--- config.mk ---
export PLATFORM = sky130hd
export DESIGN_NAME = cofc_device_flat
export DESIGN_NICKNAME = d
export VERILOG_FILES = /design/src/verilog/cofc_pkg.sv /design/src/verilog/cofc_link_if.sv /design/src/verilog/cofc_device.sv /design/src/flat_wrapper.sv
export SDC_FILE = /design/constraint.sdc
export NUM_CORES = 2
export LEC_CHECK = 0
export BUFFER_PORTS_ARGS = -buffer_cell sky130_fd_sc_hd__clkbuf_2
export CAP_MARGIN = 10
export CELL_PAD_IN_SITES_DETAIL_PLACEMENT = 0
export CELL_PAD_IN_SITES_GLOBAL_PLACEMENT = 1
export CORE_MARGIN = 1
export CORE_UTILIZATION = 35
export CTS_BUF_LIST = sky130_fd_sc_hd__clkbuf_4 sky130_fd_sc_hd__clkbuf_8
export DETAILED_ROUTE_END_ITERATION = 7
export GPL_ROUTABILITY_DRIVEN = 1
export PLACE_DENSITY = 0.66
export SLEW_MARGIN = 20
export SYNTH_ARGS = -nofsm -noshare
export SYNTH_HDL_FRONTEND = slang
export SYNTH_SLANG_ARGS = --single-unit
--- constraint.sdc ---
create_clock -name mclk_i -period 25.7 [get_ports mclk_i]
set_clock_uncertainty 0.15 [all_clocks]
set_input_delay 1.285 -clock mclk_i [delete_from_list [all_inputs] [get_ports mclk_i]]
set_output_delay 1.285 -clock mclk_i [all_outputs]
set_load 0.01 [all_outputs]
--- src/verilog/cofc_pkg.sv ---
// Purpose: Shared types and constants for the counter output fault control link
// Assumes: Two counter channels, four outputs, 32-bit count words
// Notes: Data sets travel as packed structs through cofc_link_if
package cofc_pkg;

    // ****************************************************************
    // Sizes and limits
    // ****************************************************************
    localparam int COFC_NCH = 2;
    localparam int COFC_NOUT = 4;
    localparam int COFC_CW = 32;
    localparam logic [COFC_CW-1:0] COFC_WRAP_MAX = 32'h00FF_FFFE;
    localparam logic [COFC_CW-1:0] COFC_ZERO = 32'h0000_0000;

    // ****************************************************************
    // Encodings
    // ****************************************************************
    typedef enum logic [2:0] {
        FN_COUNT = 3'h0,
        FN_QX1 = 3'h1,
        FN_QX4 = 3'h2,
        FN_UNUSED = 3'h3,
        FN_FREQ = 3'h4,
        FN_PERIOD = 3'h5,
        FN_CONT = 3'h6
    } cofc_func_e;

    typedef enum logic [2:0] {
        CAP_NONE = 3'h0,
        CAP_STORE = 3'h1,
        CAP_WAIT = 3'h2,
        CAP_RST_WAIT = 3'h3,
        CAP_RST_START = 3'h4
    } cofc_cap_e;

    typedef enum logic [1:0] {
        TIE_NONE = 2'h0,
        TIE_CH0 = 2'h1,
        TIE_CH1 = 2'h2
    } cofc_tie_e;

    typedef enum logic [1:0] {
        FS_HOLD = 2'h0,
        FS_OFF = 2'h1,
        FS_ON = 2'h2
    } cofc_fstate_e;

    typedef enum logic [1:0] {
        FC_NONE = 2'h0,
        FC_OFF = 2'h1,
        FC_ON = 2'h2
    } cofc_force_e;

    // ****************************************************************
    // Data sets
    // ****************************************************************
    typedef struct packed {
        cofc_func_e channel_function_select;
        cofc_cap_e capture_policy;
        logic [COFC_CW-1:0] wrap_limit;
        logic [COFC_CW-1:0] start_value;
    } cofc_chan_cfg_s;

    typedef struct packed {
        cofc_tie_e output_counter_tie;
        cofc_fstate_e output_fault_state;
        cofc_fstate_e output_prog_state;
        logic [COFC_CW-1:0] on_value;
        logic [COFC_CW-1:0] off_value;
    } cofc_out_cfg_s;

    typedef struct packed {
        logic prog_fault_select;
        cofc_chan_cfg_s [COFC_NCH-1:0] chan;
        cofc_out_cfg_s [COFC_NOUT-1:0] outp;
    } cofc_cfg_s;

    typedef struct packed {
        logic link_ok;
        logic prog_mode;
        cofc_force_e [COFC_NOUT-1:0] output_force_control;
        logic [COFC_NCH-1:0] wrap_ovr_en;
        logic [COFC_NCH-1:0][COFC_CW-1:0] wrap_ovr;
    } cofc_odata_s;

    typedef struct packed {
        logic configured;
        logic [COFC_NCH-1:0] held;
        logic [COFC_NOUT-1:0] out_state;
        logic [COFC_NCH-1:0][COFC_CW-1:0] present;
        logic [COFC_NCH-1:0][COFC_CW-1:0] stored;
    } cofc_idata_s;

endpackage : cofc_pkg

--- src/verilog/cofc_link_if.sv ---
// Purpose: Link between supervising controller and counter device
// Assumes: Both ends share mclk_i; no crossing on the link
// Notes: cfg_valid is a one-cycle strobe qualifying cfg
`timescale 1ns/10ps
`default_nettype none
interface cofc_link_if;
    import cofc_pkg::*;

    logic cfg_valid;
    cofc_cfg_s cfg;
    cofc_odata_s odata;
    cofc_idata_s idata;

    modport dev (
        input cfg_valid,
        input cfg,
        input odata,
        output idata
    );

    modport ctrl (
        output cfg_valid,
        output cfg,
        output odata,
        input idata
    );

endinterface : cofc_link_if
`default_nettype wire

--- src/verilog/cofc_device.sv ---
// Purpose: Two-channel pulse counter with four window-driven outputs
// Assumes: A, B, Z pins are asynchronous; link signals share mclk_i
// Notes:
// Functional notes
// - Capture policy zero never stores on index
// - No counting while wrap limit is zero
// - Frequency function never counts A/B pulses
// - Untied output never turns on by window
// - Fault state one turns output off
// - Program mode applies program state setting
// - Force value two drives output on
// - Force value one drives output off
// - Lost link in program: select picks state
// - Controller keeps wrap limit within range
// - Controller zeroes wrap in rate functions
// - Indicators follow A, B, Z, outputs
// - Configuration set defines behaviour on delivery
// - Output data set steers running behaviour
// - Input data set reports state continually
// - Two channels and four outputs replicated
// - Output data may override wrap limit
// - Channel function encoding zero to six
// - Capture policy encoding zero to four
// - Counting starts at the start value
`timescale 1ns/10ps
`default_nettype none
module cofc_device
    import cofc_pkg::*;
(
    input wire logic mclk_i,
    input wire logic sys_rst_i,
    cofc_link_if.dev link,
    input wire logic [COFC_NCH-1:0] a_pin_i,
    input wire logic [COFC_NCH-1:0] b_pin_i,
    input wire logic [COFC_NCH-1:0] z_pin_i,
    output logic [COFC_NOUT-1:0] out_pin_o,
    output logic [COFC_NCH-1:0] led_a_o,
    output logic [COFC_NCH-1:0] led_b_o,
    output logic [COFC_NCH-1:0] led_z_o,
    output logic [COFC_NOUT-1:0] led_out_o
);

    // ****************************************************************
    // Helpers
    // ****************************************************************
    function automatic logic in_window(input logic [COFC_CW-1:0] val,
                                       input logic [COFC_CW-1:0] lo,
                                       input logic [COFC_CW-1:0] hi);
        in_window = (val >= lo) && (val <= hi);
    endfunction : in_window

    function automatic logic apply_state(input cofc_fstate_e st, input logic cur);
        case (st)
            FS_OFF: apply_state = 1'b0;
            FS_ON: apply_state = 1'b1;
            default: apply_state = cur;
        endcase
    endfunction : apply_state

    // ****************************************************************
    // Configuration store
    // ****************************************************************
    cofc_cfg_s cfg_r;
    logic configured_r;

    // Held from delivery; zero wrap limits keep counters idle until then
    always_ff @(posedge mclk_i or posedge sys_rst_i) begin
        if (sys_rst_i) begin
            cfg_r <= '0;
            configured_r <= 1'b0;
        end else if (link.cfg_valid) begin
            cfg_r <= link.cfg;
            configured_r <= 1'b1;
        end
    end

    // Remember program mode so a later link loss knows where it stood
    logic prog_seen_r;

    always_ff @(posedge mclk_i or posedge sys_rst_i) begin
        if (sys_rst_i) begin
            prog_seen_r <= 1'b0;
        end else if (link.odata.link_ok) begin
            prog_seen_r <= link.odata.prog_mode;
        end
    end

    // ****************************************************************
    // Counter channels
    // ****************************************************************
    logic [COFC_NCH-1:0][COFC_CW-1:0] present_w;
    logic [COFC_NCH-1:0][COFC_CW-1:0] stored_w;
    logic [COFC_NCH-1:0] held_w;
    logic [COFC_NCH-1:0][2:0] pin_w;

    for (genvar c = 0; c < COFC_NCH; c++) begin : g_ch
        logic [2:0] s1_r;
        logic [2:0] s2_r;
        logic [2:0] s3_r;
        logic [2:0] rise;
        logic [2:0] fall;
        logic step;
        logic up;
        logic [COFC_CW-1:0] wrap;
        logic [COFC_CW-1:0] start;
        logic [COFC_CW-1:0] cnt_r;
        logic [COFC_CW-1:0] stored_r;
        logic hold_r;

        // Two flops before use; s3 only serves edge detection
        always_ff @(posedge mclk_i or posedge sys_rst_i) begin
            if (sys_rst_i) begin
                s1_r <= 3'h0;
                s2_r <= 3'h0;
                s3_r <= 3'h0;
            end else begin
                s1_r <= {z_pin_i[c], b_pin_i[c], a_pin_i[c]};
                s2_r <= s1_r;
                s3_r <= s2_r;
            end
        end

        assign rise = s2_r & ~s3_r;
        assign fall = ~s2_r & s3_r;
        assign start = cfg_r.chan[c].start_value;
        assign wrap = link.odata.wrap_ovr_en[c] ? link.odata.wrap_ovr[c]
                                                : cfg_r.chan[c].wrap_limit;

        always_comb begin
            step = 1'b0;
            up = 1'b0;
            case (cfg_r.chan[c].channel_function_select)
                FN_COUNT, FN_QX1: begin
                    step = rise[0];
                    up = ~s2_r[1];
                end
                FN_QX4: begin
                    step = |(rise[1:0] | fall[1:0]);
                    up = (rise[0] & ~s2_r[1]) | (fall[0] & s2_r[1])
                       | (rise[1] & s2_r[0]) | (fall[1] & ~s2_r[0]);
                end
                default: begin
                    step = 1'b0;
                    up = 1'b0;
                end
            endcase
        end

        // Index takes priority when capture policy is not zero; a pulse landing on the same edge is then dropped
        always_ff @(posedge mclk_i or posedge sys_rst_i) begin
            if (sys_rst_i) begin
                cnt_r <= '0;
                stored_r <= '0;
                hold_r <= 1'b0;
            end else if (link.cfg_valid) begin
                cnt_r <= link.cfg.chan[c].start_value;
                hold_r <= 1'b0;
            end else if (rise[2] && cfg_r.chan[c].capture_policy != CAP_NONE) begin
                case (cfg_r.chan[c].capture_policy)
                    CAP_STORE: begin
                        stored_r <= cnt_r;
                    end
                    CAP_WAIT: begin
                        if (hold_r) begin
                            hold_r <= 1'b0;
                        end else begin
                            stored_r <= cnt_r;
                            hold_r <= 1'b1;
                        end
                    end
                    CAP_RST_WAIT: begin
                        if (hold_r) begin
                            hold_r <= 1'b0;
                        end else begin
                            stored_r <= cnt_r;
                            cnt_r <= start;
                            hold_r <= 1'b1;
                        end
                    end
                    CAP_RST_START: begin
                        stored_r <= cnt_r;
                        cnt_r <= start;
                    end
                    default: begin
                        hold_r <= hold_r;
                    end
                endcase
            end else if (step && (wrap != COFC_ZERO) && !hold_r) begin
                if (up) begin
                    cnt_r <= (cnt_r >= wrap) ? start : cnt_r + 32'h0000_0001;
                end else begin
                    cnt_r <= (cnt_r <= start) ? wrap : cnt_r - 32'h0000_0001;
                end
            end
        end

        assign present_w[c] = cnt_r;
        assign stored_w[c] = stored_r;
        assign held_w[c] = hold_r;
        assign pin_w[c] = s2_r;
    end

    // ****************************************************************
    // Outputs
    // ****************************************************************
    logic [COFC_NOUT-1:0] out_r;

    for (genvar o = 0; o < COFC_NOUT; o++) begin : g_out
        cofc_out_cfg_s oc;
        logic [COFC_CW-1:0] tied_val;
        logic win;
        logic run_lvl;
        logic nxt;
        logic lvl_r;

        assign oc = cfg_r.outp[o];
        assign tied_val = (oc.output_counter_tie == TIE_CH1) ? present_w[1] : present_w[0];
        assign win = (oc.output_counter_tie != TIE_NONE)
                   && in_window(tied_val, oc.on_value, oc.off_value);

        always_comb begin
            case (link.odata.output_force_control[o])
                FC_ON: run_lvl = 1'b1;
                FC_OFF: run_lvl = 1'b0;
                default: run_lvl = win;
            endcase
            // Loss of link outranks everything the controller last asked for
            if (!link.odata.link_ok) begin
                if (prog_seen_r && !cfg_r.prog_fault_select) begin
                    nxt = apply_state(oc.output_prog_state, out_r[o]);
                end else begin
                    nxt = apply_state(oc.output_fault_state, out_r[o]);
                end
            end else if (link.odata.prog_mode) begin
                nxt = apply_state(oc.output_prog_state, out_r[o]);
            end else begin
                nxt = run_lvl;
            end
        end

        always_ff @(posedge mclk_i or posedge sys_rst_i) begin
            if (sys_rst_i) begin
                lvl_r <= 1'b0;
            end else begin
                lvl_r <= nxt;
            end
        end

        // One flop per output, so no two processes write the same vector
        assign out_r[o] = lvl_r;
    end

    assign out_pin_o = out_r;

    // ****************************************************************
    // Indicators and input data set
    // ****************************************************************
    always_ff @(posedge mclk_i or posedge sys_rst_i) begin
        if (sys_rst_i) begin
            led_a_o <= '0;
            led_b_o <= '0;
            led_z_o <= '0;
            led_out_o <= '0;
        end else begin
            for (int c = 0; c < COFC_NCH; c++) begin
                led_a_o[c] <= pin_w[c][0];
                led_b_o[c] <= pin_w[c][1];
                led_z_o[c] <= pin_w[c][2];
            end
            led_out_o <= out_r;
        end
    end

    always_ff @(posedge mclk_i or posedge sys_rst_i) begin
        if (sys_rst_i) begin
            link.idata <= '0;
        end else begin
            link.idata.configured <= configured_r;
            link.idata.held <= held_w;
            link.idata.out_state <= out_r;
            link.idata.present <= present_w;
            link.idata.stored <= stored_w;
        end
    end

endmodule : cofc_device
`default_nettype wire

--- src/flat_wrapper.sv ---
// flat-port wrapper written by rule: the top's interface ports become plain ports
module cofc_device_flat import cofc_pkg::*;
  (mclk_i, sys_rst_i, a_pin_i, b_pin_i, z_pin_i, out_pin_o, led_a_o, led_b_o, led_z_o, led_out_o, link_cfg_valid, link_cfg, link_odata, link_idata);
  cofc_link_if link_i ();
  input wire logic mclk_i;
  input wire logic sys_rst_i;
  input wire logic [COFC_NCH-1:0] a_pin_i;
  input wire logic [COFC_NCH-1:0] b_pin_i;
  input wire logic [COFC_NCH-1:0] z_pin_i;
  output logic [COFC_NOUT-1:0] out_pin_o;
  output logic [COFC_NCH-1:0] led_a_o;
  output logic [COFC_NCH-1:0] led_b_o;
  output logic [COFC_NCH-1:0] led_z_o;
  output logic [COFC_NOUT-1:0] led_out_o;
  input wire logic [$bits(link_i.cfg_valid)-1:0] link_cfg_valid;
  input wire logic [$bits(link_i.cfg)-1:0] link_cfg;
  input wire logic [$bits(link_i.odata)-1:0] link_odata;
  output wire logic [$bits(link_i.idata)-1:0] link_idata;
  assign link_i.cfg_valid = link_cfg_valid;
  assign link_i.cfg = link_cfg;
  assign link_i.odata = link_odata;
  assign link_idata = link_i.idata;
  cofc_device u_core (.mclk_i(mclk_i), .sys_rst_i(sys_rst_i), .link(link_i), .a_pin_i(a_pin_i), .b_pin_i(b_pin_i), .z_pin_i(z_pin_i), .out_pin_o(out_pin_o), .led_a_o(led_a_o), .led_b_o(led_b_o), .led_z_o(led_z_o), .led_out_o(led_out_o));
endmodule
== After elaboration in Yosys (flattened, before gate mapping) ==
Cells that the tools add are included.
Storage, ports and cells
  register bits: 716
  word-level logic and storage cells: 264
  output and inout bits: 149
  bits of input ports: 506
Cells by class
  add/sub/neg operators: 4
  bitwise gates (word level): 29
  reductions and logical operators: 54
  eq/ne operators: 46
  $lt $le $gt $ge: 12
  mux-type cells: 62
Operator list (count)
  two-way mux 32 bit: 22
  case mux 32 bit (2 select lines): 4
  >= comparator 32 bit: 6
  less-or-equal comparator 32 bit: 6
  adder 32 x 1 -> 32 bit, second input constant: 2
  nonzero test 32 bit: 2
  subtractor 32 x 1 -> 32 bit, second input constant: 2
  == test 2 bit, second input constant: 16
  case mux 1 bit (2 select lines): 16
  == test 2 x 1 -> 1 bit, second input constant: 12
  two-way mux 1 bit: 20
  nonzero test 2 bit: 10
  == test 3 x 2 -> 1 bit, second input constant: 6
  inequality test 4 bit, second input constant: 4
  nonzero test 4 bit: 4
  OR reduction 2 bit: 8
  logical AND 1 bit: 15
  == test 3 x 1 -> 1 bit, second input constant: 4
  nonzero test 3 bit: 4
  AND 1 bit: 8
  AND reduction 4 bit: 2
  AND 3 bit: 2
  == test 3 bit, second input constant: 2
  logical NOT 3 bit: 2
  other kinds (10): 28

== Logic depth before layout (Yosys ltp) ==
  word-level depth: 11
  depth in mapped cells: 14
  gate-level depth less buffers: 12

== Least setup slack after synthesis ==
OpenSTA, ideal clock, no wires.
  path type: input to register
  start: input port link_odata[64]
  end: register u_core.g_ch[0].cnt_r[4]
  cell stages on the path: 14
  path slack: 20422 ps
  data required time: 25423 ps
  setup time: 127 ps
  arrival time: 5001 ps
  buffers on the path: 4
  path through: buf_2 > buf_1 > clkbuf_1 > mux2i_1 > ha_1 > a2111oi_0 > o221ai_1 > o2111ai_1 > o2111ai_1 > a221o_1 > clkbuf_1 > a221o_1 > o31ai_1 > a21oi_1
Between the ends
  word-level cells in the longest chain between the ends: 7
  elaborated cells on any way between the ends: 13
  classes of those cells: 1 x order compare; 7 x mux; 5 x reduce/logical
Ends and longest elaborated chain
  start, declared: line flat_wrapper.sv:17  | input wire logic [$bits(link_i.odata)-1:0] link_odata;
  two-way mux 32 bit (*): line cofc_device.sv:126  | assign wrap = link.odata.wrap_ovr_en[c] ? link.odata.wrap_ovr[c]
  >= comparator 32 bit: line cofc_device.sv:190  | cnt_r <= (cnt_r >= wrap) ? start : cnt_r + 32'h0000_0001;
  two-way mux 32 bit: line cofc_device.sv:190
  two-way mux 32 bit: line cofc_device.sv:189  | if (up) begin
  two-way mux 32 bit: line cofc_device.sv:188  | end else if (step && (wrap != COFC_ZERO) && !hold_r) begin
  two-way mux 32 bit: line cofc_device.sv:158  | end else if (rise[2] && cfg_r.chan[c].capture_policy != CAP_NONE) begin
  two-way mux 32 bit: line cofc_device.sv:155  | end else if (link.cfg_valid) begin
  end signal, assigned: line cofc_device.sv:156  | cnt_r <= link.cfg.chan[c].start_value;
  end signal, assigned: line cofc_device.sv:190
  end signal, assigned: line cofc_device.sv:192  | cnt_r <= (cnt_r <= start) ? wrap : cnt_r - 32'h0000_0001;
  end, declared: line cofc_device.sv:106  | logic [COFC_CW-1:0] cnt_r;
Every way passes the cells marked *; elsewhere a longest branch is shown, timed or not. The select of a mux whose other input is x is not followed.
A chain may end at the register's enable or synchronous reset.

== Final worst setup path ==
  start: input port link_odata[65]
  end: register u_core.g_ch[1].cnt_r[1]
Between the ends
  word-level cells in the longest chain between the ends: 7
  elaborated cells on any way between the ends: 13
  classes of those cells: 1 x order compare; 7 x mux; 5 x reduce/logical
Ends and longest elaborated chain (line)
  two-way mux 32 bit (*): cofc_device.sv:126
  >= comparator 32 bit: cofc_device.sv:190
  two-way mux 32 bit: cofc_device.sv:190
  two-way mux 32 bit: cofc_device.sv:189
  two-way mux 32 bit: cofc_device.sv:188
  two-way mux 32 bit: cofc_device.sv:158
  two-way mux 32 bit: cofc_device.sv:155
  end signal, assigned: cofc_device.sv:156
  end signal, assigned: cofc_device.sv:190
  end signal, assigned: cofc_device.sv:192
  end, declared: cofc_device.sv:106
Marks and branches as above.

==> results.json <==
{
  "synthArstFlopShare_pct": 100,
  "setup_viol": 0,
  "grt_use_met2_pct": 43.6,
  "cap_viol_max_count": 0,
  "crit_path_end_kind": "flip-flop",
  "max_freq_mhz": 203,
  "syn-cell-area_um2": 41300,
  "slowest_stage": "a31oi_4",
  "grt_busiest_layer": "met2",
  "start_util_pct": 35.4,
  "clkTransAtPathRegs_ns": 0.06,
  "r2r_slack_ns": 21.21,
  "synth_adder_area_share_pct": 12.3,
  "p_sw_share_pct": 38.6,
  "outcome": "completed",
  "pwr-share-seq_pct": 34.2,
  "power.density_nw_per_um2": 86.3,
  "core_area_um2": 117000,
  "p_switching_mw": 1.64,
  "clkPwrFrac_pct": 28.7,
  "drive_gt1_share_pct": 26.5,
  "use_met3_pct": 5.30,
  "clockBufferDepth": 3,
  "cts_tree": "yes",
  "via_count": 34600,
  "max_stage_delay_ns": 0.81,
  "synth_top_cell_area_share_pct": 43.1,
  "place_ws_ns": 20.01,
  "synth_xor_area_share_pct": 2.18,
  "ant_nets": 0,
  "area_growth_pct": 19.6,
  "synthMuxAreaShare_pct": 10.6,
  "numPortBuffers": 654,
  "ys_ff_latch": 710,
  "cts_buffers": 136,
  "overflow": 0,
  "dr.pass1.iters": 6,
  "io_pins": 655,
  "die_area_um2": 119000,
  "htreeDepth": 4,
  "synth_nets": 5144,
  "use_met1_pct": 35.8,
  "wirelength_um": 163000,
  "yosysUniqueCellTypes": 81,
  "synth_compound_area_share_pct": 14.5,
  "clkLatencyLatePin_ns": 0.84,
  "worstSetupPathType": "in -> reg",
  "hold_buffers": 0,
  "cp.required_ns": 26.21,
  "cp_max_fo": 38,
  "power_frac_comb_pct": 37.1,
  "synthTopCellsByArea": "dfrtp_1 (43%), ha_1 (12%), mux2_2 (7.8%)",
  "antenna_found_initial": 49,
  "synth-simple-area-share_pct": 11.6,
  "p_int_mw": 2.61,
  "postSynthAreaPerCell_um2": 9.75,
  "grt_first_pass_wirelength_um": 236000,
  "critPathArrivalTime_ns": 5.45,
  "grt_pass1_vias": 34700,
  "cts_resized": 0,
  "cts_sinks": 710,
  "yosysTopAreaCell": "dfrtp_1",
  "final.fill_count": 11600,
  "min_path_type": "reg -> reg",
  "p_leak_nw": 24.4,
  "yosysWarnings": 0,
  "chipWidth_um": 345,
  "gp_congestion": 0.893,
  "wl_per_cell_um": 24.9,
  "layout_min_cycle_time_ns": 4.94,
  "syn_inst": 4233,
  "yosysSeqAreaShare_pct": 43.1,
  "synth_edf_count": 0,
  "slew-limit-headroom_pct": 27.0,
  "dp_hpwl_um": 120000,
  "grt_max_degree": 135,
  "postCtsSetupBuffers": 0,
  "die_h_um": 345,
  "finalCritPeriodShare_pct": 19.2,
  "rows": 125,
  "crit_path_start_kind": "input pin",
  "grt_usage_pct": 27.0,
  "synth_top_family_by_area": "compound AO/OA/AOI/OAI gates",
  "ys.flop_type": "dfrtp_1",
  "rsz0062_at_grt": "no",
  "nets": 5792,
  "root_buffer": "clkbuf_8",
  "report.final.slew_viol_count": 0,
  "peakVddDrop_v": 0.0000457,
  "crit_path_cell_trace": "clkbuf_2 -> buf_4 -> mux2_2 -> ha_1 -> nand2b_1 -> a2111o_1 -> a21oi_1 -> o21ai_0 -> a31oi_4 -> buf_4 -> mux2_2 -> mux2i_1 -> a31oi_1",
  "hold_viol": 0,
  "tightest_slew_ns": 1.09,
  "drt_iter0_drc": 2532,
  "vias_per_cell": 5.30,
  "drcViolationCount": 0,
  "setup_tns_ns": 0,
  "fin_ws_ns": 20.76
}
==> registers in the layout, indices dropped and copies added (netlist names) <==
| name | count |
|---|---|
| u_core.g_ch.start | 64 |
| u_core.led_z_o | 1 |
| u_core.g_ch.cnt_r | 64 |
| u_core.g_ch.hold_r | 2 |
| u_core.led_out_o | 4 |
| u_core.cfg_r | 357 |
| u_core.g_ch.s3_r | 5 |
| u_core.link.idata | 131 |
| u_core.g_ch.s2_r | 6 |
| u_core.configured_r | 1 |
| u_core.g_out.lvl_r | 4 |
| u_core.prog_seen_r | 1 |
| u_core.g_ch.stored_r | 64 |
| u_core.g_ch.s1_r | 6 |
==> worst paths after layout <==
check	from	cells after the start	end
setup / recovery	link_odata[65]	13	u_core.g_ch[1].cnt_r[1]
hold / removal	u_core.g_ch[1].stored_r[16]	0	u_core.link.idata[48]
setup reg to reg	u_core.g_ch[1].cnt_r[0]	11	u_core.g_ch[1].cnt_r[1]
hold reg to reg	u_core.g_ch[1].stored_r[16]	0	u_core.link.idata[48]
max in group asynchronous	sys_rst_i	5	u_core.cfg_r[45]
min in group asynchronous	sys_rst_i	2	u_core.cfg_r[96]
==> cell usage after synthesis, drive strengths merged, types with 19 or more instances <==
library cell,instances
inv,368
o221ai,23
and4,19
mux2i,117
clkbuf,186
nand2b,24
a21boi,23
o21ai,484
nand2,504
nor2,152
xor2,52
o211ai,69
a21oi,138
mux2,286
buf,57
a221o,28
dfrtp,710
nand4,82
nor3,71
ha,405
nand3,42
a21o,71
xnor2,50
nor4,37
==> per-layer routing <==
| metal | up-vias | routed length (um) | share of wire [%] |
|---|---|---|---|
| met3 | 275 | 10800 | 6.6 |
| met1 | 16800 | 70800 | 44 |
| met4 | 26 | 4900 | 3.0 |
| met2 | 1247 | 75900 | 47 |
| li1 | 16200 | - | - |
| met5 | - | 166 | 0.10 |
==> kinds of logic after synthesis <==
logic type | Yosys count
and+or+nand+nor | 1023
AOI/OAI and AO/OA | 978
DFF | 710
buffers and inverters | 612
adders and majority gates | 405
muxes | 403
xor gates and xnor gates | 102
==> layout by cell type, fill, tap and decap left out, types with 23 or more instances in the layout <==
cell type	n
dfrtp_1	710
clkbuf_2	653
nand2_1	504
o21ai_0	477
ha_1	405
inv_1	367
mux2_2	286
clkbuf_8	164
nor2_1	151
a21oi_1	137
mux2i_1	117
buf_4	97
nand4_1	82
a21o_1	71
o211ai_1	68
nor3_1	66
xor2_1	52
xnor2_1	49
clkbuf_4	48
nand3_1	42
nor4_1	35
a221o_1	28
diode_2	26
o221ai_1	23
a21boi_0	23
==> worst max-delay path: cells and delay by family <==
family	cells	cell delay, ns
buf+inv	3	1.05
fa+ha+maj	1	0.27
mux	3	0.97
simple gates	1	0.15
compound gates	5	1.68
==> power groups by stage <==
stage / combinational [mW] / sequential (mW) / clock [mW]
5_1_grt: 1.73 / 1.47 / 1.30
2_1_floorplan: 0.906 / 1.48 / 0
6_report: 1.58 / 1.45 / 1.22
3_3_place_gp: 1.55 / 1.47 / 0
3_5_place_dp: 1.56 / 1.47 / 0
4_1_cts: 1.57 / 1.45 / 1.25
==> area by class of cell <==
class	instances	area [um^2]	area share [%]
Tap cell	1524	1910	3.87
Multi-Input combinational cell	2911	21200	43.0
Sequential cell	710	17800	36.0
Timing Repair Buffer	753	4050	8.20
Inverter	369	1390	2.82
Clock inverter	28	304	0.616
Antenna cell	26	65.1	0.132
Clock buffer	212	2620	5.31
==> through the flow <==
stage / utilization, % / cells / total power, mW / hold WS (ns) / instance area, um^2
5_1_grt: 42.3 / 6519 / 4.51 / 0.206 / 49300
3_3_place_gp: 39.8 / 6266 / 3.02 / 0.183 / 46300
2_1_floorplan: - / 4233 / 2.38 / 0.181 / 41300
4_1_cts: 42.3 / 6506 / 4.28 / 0.199 / 49200
3_5_place_dp: 39.8 / 6266 / 3.04 / 0.185 / 46300
6_report: 42.3 / 6533 / 4.26 / 0.195 / 49300
(Power assumes the default switching activity.)
